<file path="src/core/iecs_pkg.sv">
// Constants shared by the ion experiment command sequencer
package iecs_pkg;
   localparam int         CMD_W          = 4;
   localparam int         WORD_W         = 10;
   localparam int         CNT_W          = 10;
   // Four-bit command codes; zero means no command
   localparam logic [3:0] CMD_NONE       = 4'h0;
   localparam logic [3:0] CMD_GP_ONOFF   = 4'h1;
   localparam logic [3:0] CMD_FRAME_RST  = 4'h2;
   localparam logic [3:0] CMD_CAL_FORCE  = 4'h3;
   localparam logic [3:0] CMD_MASTER_RST = 4'h4;
   localparam logic [3:0] CMD_PROG_LAST  = 4'h7;
   localparam logic [3:0] CMD_HV_HI      = 4'h8;
   localparam logic [3:0] CMD_HV_LO      = 4'h9;
   localparam logic [3:0] CMD_HV_VF      = 4'hA;
   localparam logic [3:0] CMD_HV_GAUGE   = 4'hB;
   localparam logic [3:0] CMD_HV_CHAN    = 4'hC;
   // Command lines that also feed the one-time register
   localparam int         OT_SEAL_LINE   = 2;
   localparam int         OT_DUST_LINE   = 3;
   // Programmer and ground-plane stepper
   localparam logic [6:0] PROG_LAST      = 7'h7F;
   localparam logic [6:0] CAL_FIRST      = 7'h78;
   localparam logic [4:0] GP_LAST        = 5'h17;
   // Telemetry slots for science words and experiment frame length
   localparam logic [5:0] SLOT_A         = 6'h0F;
   localparam logic [5:0] SLOT_B         = 6'h1F;
   localparam logic [5:0] SLOT_C         = 6'h2F;
   localparam logic [5:0] SLOT_D         = 6'h38;
   localparam logic [5:0] SLOT_E         = 6'h3F;
   localparam logic [3:0] SWORD_LAST     = 4'h9;
   localparam logic [4:0] HV_RESET       = 5'h00;
endpackage : iecs_pkg

</file>
<file path="src/core/iecs_sequencer.sv">
// Command reception, programmer sequencing and science word output of the ion experiment
// Overview of operation
// - Four code lines select one of up to fifteen command functions.
// - Commands act only when the execute pulse arrives.
// - First pulse on line 2 is also caught in the one-time register.
// - Execute of a non-zero code also fires the pending one-time action.
// - Later pulses on that line leave the one-time register unchanged.
// - Exactly two one-time commands exist beside the routine ones.
// - Five 10-bit science words go out at slots 15, 31, 47, 56, 63.
// - Ten consecutive science words form one experiment frame.
// - Programmer runs 128 steps per cycle, then restarts.
// - Ground-plane stepper advances once per completed cycle.
// - Twenty-four cycles, one per ground-plane step, form one field.
// - Executed commands go to the programmer or the ion detection logic.
// - Programmer steps analyzers, velocity filter and ground plane.
// - Programmer gives calibration timing to the gauge.
// - Ion detections are counted per voltage step and handed on.
// - Results are converted, commutated and gated out to the host.
// - A parity bit covers each output science word.
// - Code lines latch into an input buffer, copied to mode buffer on execute.
// - A 128-state frame counter issues advance pulses.
module iecs_sequencer
   import iecs_pkg::*;
(
   input  wire logic              clk_sys_in,
   input  wire logic              rstn_in,
   input  wire logic [CMD_W-1:0]  cmd_line_in,
   input  wire logic              cmd_exec_in,
   input  wire logic              shift_in,
   input  wire logic              demand_in,
   input  wire logic              frame_mark_in,
   input  wire logic              even_mark_in,
   input  wire logic              ion_hi_in,
   input  wire logic              ion_lo_in,
   input  wire logic              gauge_in,
   input  wire logic [WORD_W-1:0] adc_in,
   input  wire logic              sci_ready_in,
   output logic                   sci_valid_out,
   output logic [WORD_W-1:0]      sci_word_out,
   output logic                   sci_parity_out,
   output logic                   seal_break_out,
   output logic                   dust_cover_out,
   output logic [6:0]             prog_step_out,
   output logic [4:0]             gp_step_out,
   output logic                   step_adv_out,
   output logic                   cal_out,
   output logic [4:0]             hv_en_out,
   output logic [CMD_W-1:0]       mode_out
);

   function automatic logic [CNT_W-1:0] sat_inc(input logic [CNT_W-1:0] v, input logic hit);
      sat_inc = (hit && v != {CNT_W{1'b1}}) ? v + 1'b1 : v;
   endfunction : sat_inc

   function automatic logic is_slot(input logic [5:0] s);
      is_slot = (s == SLOT_A) || (s == SLOT_B) || (s == SLOT_C) || (s == SLOT_D) || (s == SLOT_E);
   endfunction : is_slot

   // Two-stage synchronisers for all pins except sci_ready_in and rstn_in
   localparam int SW = CMD_W + 8 + WORD_W;
   logic [SW-1:0] sync1;
   logic [SW-1:0] sync2;
   logic [8+CMD_W-1:0] prev;
   always_ff @(posedge clk_sys_in or negedge rstn_in) begin
      if (!rstn_in) begin
         sync1 <= '0;
         sync2 <= '0;
         prev  <= '0;
      end else begin
         sync1 <= {adc_in, cmd_line_in, cmd_exec_in, shift_in, demand_in, frame_mark_in,
                   even_mark_in, ion_hi_in, ion_lo_in, gauge_in};
         sync2 <= sync1;
         prev  <= sync2[8+CMD_W-1:0];
      end
   end

   logic [WORD_W-1:0] adc_s;
   logic [CMD_W-1:0]  line_p;
   logic exec_p, shift_p, demand_p, fmark_p, emark_p, hi_p, lo_p, gauge_p;
   logic [8+CMD_W-1:0] rise;
   always_comb begin
      rise = sync2[8+CMD_W-1:0] & ~prev;
      adc_s = sync2[SW-1:8+CMD_W];
      {line_p, exec_p, shift_p, demand_p, fmark_p, emark_p, hi_p, lo_p, gauge_p} = rise;
   end

   // Command state
   logic [CMD_W-1:0] in_buf, next_in_buf, mode_buf, next_mode_buf;
   logic [1:0] ot_seen, next_ot_seen, ot_pend, next_ot_pend;
   logic seal, next_seal, dust, next_dust;
   logic gp_en, next_gp_en, cal_force, next_cal_force;
   logic [4:0] hv_en, next_hv_en;
   logic frame_rst, next_frame_rst, master_rst, next_master_rst;
   logic [CMD_W-1:0] code;

   always_comb begin
      code            = in_buf | line_p;
      next_in_buf     = code;
      next_mode_buf   = mode_buf;
      next_ot_seen    = ot_seen;
      next_ot_pend    = ot_pend;
      next_seal       = 1'b0;
      next_dust       = 1'b0;
      next_gp_en      = gp_en;
      next_cal_force  = cal_force;
      next_hv_en      = hv_en;
      next_frame_rst  = 1'b0;
      next_master_rst = 1'b0;
      // First pulse only on each one-time line; later ones ignored
      if (line_p[OT_SEAL_LINE] && !ot_seen[0]) begin
         next_ot_seen[0] = 1'b1;
         next_ot_pend[0] = 1'b1;
      end
      if (line_p[OT_DUST_LINE] && !ot_seen[1]) begin
         next_ot_seen[1] = 1'b1;
         next_ot_pend[1] = 1'b1;
      end
      if (exec_p) begin
         next_in_buf   = '0;
         next_mode_buf = code;
         if (code != CMD_NONE) begin
            next_seal    = next_ot_pend[0];
            next_dust    = next_ot_pend[1];
            next_ot_pend = 2'b00;
         end
         // Codes up to 7 steer the programmer, above that the detectors
         unique case (code)
            CMD_GP_ONOFF:   next_gp_en      = !gp_en;
            CMD_FRAME_RST:  next_frame_rst  = 1'b1;
            CMD_CAL_FORCE:  next_cal_force  = !cal_force;
            CMD_MASTER_RST: next_master_rst = 1'b1;
            CMD_HV_HI:      next_hv_en[0]   = !hv_en[0];
            CMD_HV_LO:      next_hv_en[1]   = !hv_en[1];
            CMD_HV_VF:      next_hv_en[2]   = !hv_en[2];
            CMD_HV_GAUGE:   next_hv_en[3]   = !hv_en[3];
            CMD_HV_CHAN:    next_hv_en[4]   = !hv_en[4];
            default:        next_mode_buf   = code;
         endcase
      end
      if (master_rst) begin
         next_gp_en     = 1'b0;
         next_cal_force = 1'b0;
         next_hv_en     = HV_RESET;
      end
   end

   always_ff @(posedge clk_sys_in or negedge rstn_in) begin
      if (!rstn_in) begin
         in_buf     <= '0;
         mode_buf   <= '0;
         ot_seen    <= '0;
         ot_pend    <= '0;
         seal       <= 1'b0;
         dust       <= 1'b0;
         gp_en      <= 1'b0;
         cal_force  <= 1'b0;
         hv_en      <= HV_RESET;
         frame_rst  <= 1'b0;
         master_rst <= 1'b0;
      end else begin
         in_buf     <= next_in_buf;
         mode_buf   <= next_mode_buf;
         ot_seen    <= next_ot_seen;
         ot_pend    <= next_ot_pend;
         seal       <= next_seal;
         dust       <= next_dust;
         gp_en      <= next_gp_en;
         cal_force  <= next_cal_force;
         hv_en      <= next_hv_en;
         frame_rst  <= next_frame_rst;
         master_rst <= next_master_rst;
      end
   end

   // Programmer, ion counting and science word commutation
   logic [6:0] prog, next_prog;
   logic [4:0] gp, next_gp;
   logic adv, next_adv, cal, next_cal, shift_tog, next_shift_tog;
   logic [CNT_W-1:0] c_hi, c_lo, c_g, next_c_hi, next_c_lo, next_c_g;
   logic [CNT_W-1:0] l_hi, l_lo, l_g, next_l_hi, next_l_lo, next_l_g;
   logic [5:0] slot, next_slot;
   logic [3:0] sidx, next_sidx;
   logic [WORD_W-1:0] word;
   logic push, in_ready;

   always_comb begin
      next_prog      = prog;
      next_gp        = gp;
      next_adv       = 1'b0;
      next_shift_tog = shift_tog ^ shift_p;
      next_c_hi      = sat_inc(c_hi, hi_p);
      next_c_lo      = sat_inc(c_lo, lo_p);
      next_c_g       = sat_inc(c_g, gauge_p);
      next_l_hi      = l_hi;
      next_l_lo      = l_lo;
      next_l_g       = l_g;
      next_slot      = slot;
      next_sidx      = sidx;
      if (fmark_p) begin
         next_prog = (prog == PROG_LAST) ? 7'h00 : prog + 7'h01;
         next_adv  = 1'b1;
         next_l_hi = c_hi;
         next_l_lo = c_lo;
         next_l_g  = c_g;
         next_c_hi = '0;
         next_c_lo = '0;
         next_c_g  = '0;
         if (prog == PROG_LAST && gp_en) begin
            next_gp = (gp == GP_LAST) ? 5'h00 : gp + 5'h01;
         end
      end
      if (frame_rst || master_rst) begin
         next_prog = '0;
      end
      if (master_rst) begin
         next_gp = '0;
      end
      next_cal = (next_prog >= CAL_FIRST) || cal_force;
      // Telemetry word position; frame mark restarts it
      if (fmark_p) begin
         next_slot = '0;
      end else if (demand_p) begin
         next_slot = slot + 6'h01;
      end
      if (emark_p) begin
         next_sidx = '0;
      end else if (push) begin
         next_sidx = (sidx == SWORD_LAST) ? 4'h0 : sidx + 4'h1;
      end
      unique case (sidx)
         4'h0:    word = {3'b000, prog};
         4'h1:    word = {hv_en, gp};
         4'h2:    word = l_hi;
         4'h3:    word = l_lo;
         4'h4:    word = l_g;
         4'h5:    word = {shift_tog, mode_buf, ot_seen, cal, gp_en, cal_force};
         4'h6:    word = adc_s;
         default: word = {1'b1, 2'b00, prog};
      endcase
      // A refused word is retried at the next slot, so none is lost
      push = demand_p && is_slot(slot) && in_ready;
   end

   always_ff @(posedge clk_sys_in or negedge rstn_in) begin
      if (!rstn_in) begin
         prog      <= '0;
         gp        <= '0;
         adv       <= 1'b0;
         cal       <= 1'b0;
         shift_tog <= 1'b0;
         c_hi      <= '0;
         c_lo      <= '0;
         c_g       <= '0;
         l_hi      <= '0;
         l_lo      <= '0;
         l_g       <= '0;
         slot      <= '0;
         sidx      <= '0;
      end else begin
         prog      <= next_prog;
         gp        <= next_gp;
         adv       <= next_adv;
         cal       <= next_cal;
         shift_tog <= next_shift_tog;
         c_hi      <= next_c_hi;
         c_lo      <= next_c_lo;
         c_g       <= next_c_g;
         l_hi      <= next_l_hi;
         l_lo      <= next_l_lo;
         l_g       <= next_l_g;
         slot      <= next_slot;
         sidx      <= next_sidx;
      end
   end

   // Two-entry output buffer: output register plus skid register
   logic out_v, next_out_v, skid_v, next_skid_v;
   logic [WORD_W:0] out_d, next_out_d, skid_d, next_skid_d, in_d;
   always_comb begin
      in_d        = {^word, word};
      in_ready    = !skid_v;
      next_out_v  = out_v;
      next_out_d  = out_d;
      next_skid_v = skid_v;
      next_skid_d = skid_d;
      if (!out_v || sci_ready_in) begin
         if (skid_v) begin
            next_out_v  = 1'b1;
            next_out_d  = skid_d;
            next_skid_v = push;
            next_skid_d = in_d;
         end else begin
            next_out_v  = push;
            next_out_d  = push ? in_d : out_d;
         end
      end else if (push) begin
         next_skid_v = 1'b1;
         next_skid_d = in_d;
      end
   end

   always_ff @(posedge clk_sys_in or negedge rstn_in) begin
      if (!rstn_in) begin
         out_v  <= 1'b0;
         out_d  <= '0;
         skid_v <= 1'b0;
         skid_d <= '0;
      end else begin
         out_v  <= next_out_v;
         out_d  <= next_out_d;
         skid_v <= next_skid_v;
         skid_d <= next_skid_d;
      end
   end

   always_comb begin
      sci_valid_out  = out_v;
      sci_word_out   = out_d[WORD_W-1:0];
      sci_parity_out = out_d[WORD_W];
      seal_break_out = seal;
      dust_cover_out = dust;
      prog_step_out  = prog;
      gp_step_out    = gp;
      step_adv_out   = adv;
      cal_out        = cal;
      hv_en_out      = hv_en;
      mode_out       = mode_buf;
   end

endmodule : iecs_sequencer

</file>
<file path="config.mk">
export PLATFORM = sky130hd
export DESIGN_NAME = iecs_sequencer
export DESIGN_NICKNAME = d
export VERILOG_FILES = /design/src/core/iecs_pkg.sv /design/src/core/iecs_sequencer.sv
export SDC_FILE = /design/constraint.sdc
export NUM_CORES = 1
export LEC_CHECK = 0
export BUFFER_PORTS_ARGS = -buffer_cell sky130_fd_sc_hd__buf_2
export CORE_MARGIN = 8
export CORE_UTILIZATION = 42
export DETAILED_ROUTE_END_ITERATION = 16
export PLACE_DENSITY = 0.71
export SLEW_MARGIN = 20
export SYNTH_ARGS = -nofsm -noshare
export SYNTH_HDL_FRONTEND = slang
export SYNTH_SLANG_ARGS = --single-unit
export TNS_END_PERCENT = 100
</file>
<file path="constraint.sdc">
create_clock -name clk_sys_in -period 2.6 [get_ports clk_sys_in]
set_input_delay 0.26 -clock clk_sys_in [delete_from_list [all_inputs] [get_ports clk_sys_in]]
set_output_delay 0.26 -clock clk_sys_in [all_outputs]
set_load 0.1 [all_outputs]
</file>
* Word-level counts from Yosys, hierarchy flattened
Cells that the tools add are included.
** Operators by class
- Mux-type cells :: 54
- Bitwise operators :: 4
- $lt $le $gt $ge :: 1
- Add/sub/neg operators :: 7
- Reductions and logical operators :: 56
- Equal/unequal tests :: 27
** Operators by type and width (count)
- one-hot mux 10 bit (7 select lines) :: 1
- 2-to-1 mux 10 bit :: 6
- 2-to-1 mux 11 bit :: 4
- nonzero test 2 bit :: 17
- adder 10 x 1 -> 10 bit, second input constant :: 3
- 2-to-1 mux 5 bit :: 6
- inequality test 10 bit, second input constant :: 3
- 2-to-1 mux 1 bit :: 26
- == test 4 bit, second input constant :: 6
- 2-to-1 mux 7 bit :: 3
- AND reduction 2 bit :: 10
- == test 6 bit, second input constant :: 3
- == test 4 x 2 -> 1 bit, second input constant :: 4
- == test 4 x 3 -> 1 bit, second input constant :: 4
- 2-to-1 mux 4 bit :: 4
- AND 12 bit :: 1
- 2-to-1 mux 6 bit :: 2
- NOT 12 bit :: 1
- logical NOT 1 bit :: 11
- XOR reduction 10 bit :: 1
- == test 4 x 1 -> 1 bit, second input constant :: 2
- logical AND 1 bit :: 8
- adder 7 x 1 -> 7 bit, second input constant :: 1
- == test 7 bit, second input constant :: 1
- 14 further kinds :: 21
** Storage, ports and cells
- Register bits :: 188

* Longest topological paths before layout
- Depth in word-level cells :: 9
- Gate-level depth with buffers :: 10
- Gate-level depth less buffers :: 9

* Least setup slack after synthesis
No wires, ideal clock.
- Path type :: reg2reg
- Start :: reg prog[4], in the netlist prog_step_out[4]
- End :: reg out_d[10]
- Slack :: -0.220 ns
- Setup time :: 0.072 ns
- Required time :: 2.528 ns
- Period minus slack after synthesis :: 2.820 ns
- Path buffers :: 0
- Stages on the path, launching flop included :: 8
- Arrival :: 2.748 ns
- Cell sequence :: dfrtp_1 > mux4_2 > and2_1 > o32a_1 > xnor3_1 > xor2_1 > or4_1 > nand3_1
** On the way
- Longest elaborated chain between the ends :: 4
** Ends and longest elaborated chain
- start, declared :: line iecs_sequencer.sv:176 : logic [6:0] prog, next_prog;
- start signal, assigned :: line iecs_sequencer.sv:260 : prog <= next_prog;
- one-hot mux 10 bit (7 select lines) :: line iecs_sequencer.sv:230 : unique case (sidx)
- XOR reduction 10 bit :: line iecs_sequencer.sv:280 : in_d = {^word, word};
- 2-to-1 mux 11 bit :: line iecs_sequencer.sv:294 : next_out_d = push ? in_d : out_d;
- 2-to-1 mux 11 bit :: line iecs_sequencer.sv:287 : if (skid_v) begin
- end signal, assigned :: line iecs_sequencer.sv:310 : out_d <= next_out_d;
- end, declared :: line iecs_sequencer.sv:278 : logic [WORD_W:0] out_d, next_out_d, skid_d, next_skid_d, in_d;
Every way passes these cells. The select of a mux whose other input is x is not followed.
A chain may end at the register's enable or synchronous reset.

* Worst setup path in the final report
- Start :: reg sidx[2]
- End :: reg out_d[10]
** On the way
- Longest elaborated chain between the ends :: 5
- Elaborated cells between the ends (all ways) :: 11
** Ends and longest elaborated chain
- start, declared :: line iecs_sequencer.sv:182 : logic [3:0] sidx, next_sidx;
- start signal, assigned :: line iecs_sequencer.sv:272 : sidx <= next_sidx;
- == test 4 x 3 -> 1 bit (tied with other cells) :: line iecs_sequencer.sv:230
- one-hot mux 10 bit (7 select lines) * :: line iecs_sequencer.sv:230
- XOR reduction 10 bit * :: line iecs_sequencer.sv:280
- 2-to-1 mux 11 bit * :: line iecs_sequencer.sv:294
- 2-to-1 mux 11 bit * :: line iecs_sequencer.sv:287
Mark *: on every way between the ends. The rest lies on a longest branch, timed or not. The select of a mux whose other input is x is not followed.

==> results.sh <==
export IMPL_status="finished clean"
export IMPL_syn_to_final_growth_pct=21.29
export IMPL_ioPinCount=62
export IMPL_wirelength_mm=16.92
export IMPL_grt_pass1_vias=5516
export IMPL_synth_ff_type="dfrtp_1"
export IMPL_gp_congestion=0.9007
export IMPL_antenna_found_initial=0
export IMPL_relSlewSlack_pct=50.42
export IMPL_hold_path_class="in -> reg"
export IMPL_yosys_top_cells_area="dfrtp_1 59%, mux2_2 6.3%, nor2_1 4.1%"
export IMPL_synth_yosys_seq_area_share_pct=58.66
export IMPL_cts_max_path_buffers=2
export IMPL_crit_family="simple AND/OR/NAND/NOR gates"
export IMPL_ant_nets=0
export IMPL_fin_crit_ns=2.567
export IMPL_crit_slowest_cell="or4_1"
export IMPL_portBuffers=61
export IMPL_rsz0062_at_grt="yes"
export IMPL_hold_viol=0
export IMPL_cts_tree="yes"
export IMPL_utilization_pct=52.01
export IMPL_leakage_nw=4.578
export IMPL_post_route_period_util_pct=98.73
export IMPL_path_max_fanout=14
export IMPL_synth_edff_count=0
export IMPL_num_nets_final=817
export IMPL_setup_violations=0
export IMPL_core_um2=18710
export IMPL_cellPowerDensity_nw_per_um2=775.1
export IMPL_cts_buffers=17
export IMPL_drt_pass1_iter_count=4
export IMPL_clock_latency_ns=0.43
export IMPL_clkTransAtPathRegs_ns=0.07
export IMPL_crit_path_end_kind="flip-flop"
export IMPL_ys_ff_latch=188
export IMPL_worst_slew_pin_slew_ns=0.7437
export IMPL_routed_via_density=5.239
export IMPL_groute_usage_overall_pct=14.74
export IMPL_drt_wirelength_per_cell_um=16.39
export IMPL_fin_worst_skew_ns=0.005144
export IMPL_overflow=0
export IMPL_critical_path_max_stage_delay_ns=0.49
export IMPL_avgSynthCellArea_um2=11.85
export IMPL_place_hpwl_mm=11.54
export IMPL_fillCellCount=1603
export IMPL_drive_gt1_share_pct=25.81
export IMPL_syn_num_nets=709
export IMPL_synth_top_area_share_pct=58.66
export IMPL_maxCapViolCount=0
export IMPL_initialDrtViolationCount=432
export IMPL_critPathKind="reg -> reg"
export IMPL_grt_pass1_wl_mm=28.17
export IMPL_yosysWarningCount=0
export IMPL_crit_arrival_ns=2.94
export IMPL_drc_errors=0
export IMPL_synth_cell_types=61
export IMPL_design_die_area_um2=23770
export IMPL_synth_cell_area_um2=8020
export IMPL_drv_slew=0
export IMPL_synth_async_reset_ratio_pct=100.0
export IMPL_timing_hold_ws_ns=0.2132
export IMPL_syn_inst=677
export IMPL_crit_buf_inv=2
export IMPL_die_height_um=154.2
export IMPL_ir_drop_uv=461.9
export IMPL_initial_utilization_pct=42.88
export IMPL_antenna_diode_count=0
export IMPL_vias=5407
export IMPL_path_cells="buf_6, buf_12, and2_4, a221oi_2, nor2_1, o32a_1, xnor3_1, or4_1, nand3_1"
export IMPL_fmax_mhz=389.6
export IMPL_yosysTopAreaCell="dfrtp_1"
export IMPL_worstSetupStartpointType="flip-flop"
export IMPL_row_count=50
export IMPL_die_w_um=154.2
export IMPL_cts_root_buf="clkbuf_16"
export IMPL_grt_max_degree=90
export IMPL_cts_htree_levels=4
export IMPL_tritoncts_num_sinks=188
export IMPL_cp_required_ns=2.97
-- registers in the layout (all words and copies together), names as in the netlist, 5 cells and up --
signal,count
l_hi,10
l_g,10
gp_step_out,5
sync1,22
l_lo,10
prog_step_out,7
prev,12
out_d,11
hv_en_out,5
c_lo,10
skid_d,11
sync2,22
c_hi,10
c_g,10
slot,6
-- layout make-up --
class / count / area (µm²) / share of cell area (%)
flip-flops and latches: 188 / 4716 / 48.48
multi-input cells: 448 / 3188 / 32.77
repair buffers: 120 / 927.1 / 9.531
clock buffers: 18 / 429.2 / 4.412
well taps: 234 / 292.8 / 3.010
clock inverters: 14 / 137.6 / 1.415
inverters: 10 / 37.54 / 0.3859
-- power by group --
part / internal, mW / switching (mW)
Combinational: 0.518 / 1.11
Clock: 1.34 / 1.15
Sequential: 3.16 / 0.258
-- cell usage after synthesis (3+ instances only) --
cell type,number
nand2b_1,10
o21ai_0,25
xnor2_1,19
buf_2,5
ha_1,7
mux2_1,4
xor2_1,25
buf_1,5
o32a_1,3
nor2_1,88
mux2i_1,19
and3b_1,8
inv_1,10
and4_1,4
nor3b_1,3
or3_1,7
a31oi_1,4
o211a_1,6
nand4_1,12
xnor3_1,3
nor2b_1,13
nand2_1,38
nor3_1,6
nand3b_1,4
a211oi_1,5
nand3_1,19
dfrtp_1,188
and3_1,5
mux2_2,45
a21oi_1,23
buf_6,3
clkbuf_1,14
a221oi_1,8
-- through the flow --
| step | cell area (µm²) | TNS (ns) | cells | setup slack [ns] | total power [mW] |
|---|---|---|---|---|---|
| after floorplan | 8030 | 0 | 677 | 0.006776 | 4.511 |
| after CTS | 9570 | 0 | 1025 | 0.004855 | 7.576 |
| after global routing | 9728 | -0.05639 | 1032 | -0.04128 | 7.843 |
| final | 9728 | 0 | 1032 | 0.03313 | 7.540 |
| after global placement | 8770 | 0 | 970 | 0.03233 | 5.004 |
| after detailed placement | 8770 | -0.02125 | 970 | -0.02125 | 5.038 |
-- placed cells by master, fill, tap and decap left out, types with 8 or more instances in the layout --
master / count
dlygate4sd3_1: 23
clkbuf_16: 18
and3b_1: 8
mux2i_1: 19
nand3_1: 19
nor2b_1: 10
xor2_1: 25
buf_4: 26
mux2_2: 45
a21oi_1: 22
nor2_1: 88
nand4_1: 12
dfrtp_1: 179
nand2b_1: 9
dfrtp_2: 9
o21ai_0: 22
inv_1: 10
buf_2: 60
nand2_1: 38
xnor2_1: 19
-- tightest hold or removal path, cell delays in order --
cell,delay (ns)
buf_2,0.07
nand2b_1,0.21
nor2_1,0.06
-- logic make-up after synthesis --
family | Yosys count | synth area share (%)
buffers and inverters | 41 | 2.714
XOR/XNOR | 47 | 5.647
multiplexers | 69 | 9.532
flip-flops | 188 | 58.66
adder cells (fa/ha/maj) | 7 | 1.092
AO/OA/AOI/OAI | 93 | 7.785
AND/OR/NAND/NOR | 232 | 14.57
-- per-layer routing --
metal | track usage, % | part of all wire, % | vias up
met5 | 0 | 0 | -
met3 | 3.399 | 5.0 | 20
li1 | - | - | 2596
met4 | 5.040 | 1.6 | 0
met2 | 22.70 | 46 | 130
met1 | 20.14 | 47 | 2661
-- path summary, 6_finish.rpt --
path / slack, ns / cells past startpoint / to / startpoint
max: 0.03 / 9 / out_d[10]$_DFFE_PN0P_ / sidx[2]$_DFFE_PN0P_
min: 0.21 / 3 / skid_v$_DFFE_PN0P_ / sci_ready_in
max reg2reg: 0.03 / 9 / out_d[10]$_DFFE_PN0P_ / sidx[2]$_DFFE_PN0P_
min reg2reg: 0.34 / 0 / sync2[8]$_DFF_PN0_ / sync1[8]$_DFF_PN0_
max in group asynchronous: 1.51 / 3 / c_g[7]$_DFFE_PN0P_ / rstn_in
min in group asynchronous: 0.43 / 2 / gp_step_out[4]$_DFFE_PN0P_ / rstn_in
-- what timing repair did --
action,in CTS,in global routing
hold buffers,23,0
pin swaps,0,14
endpoints found under the setup margin,1,2
buffers inserted,0,6
hold endpoints to repair,108,0
resized for setup,2,20
cloned,0,1
Power figures use the tool's default switching activity.
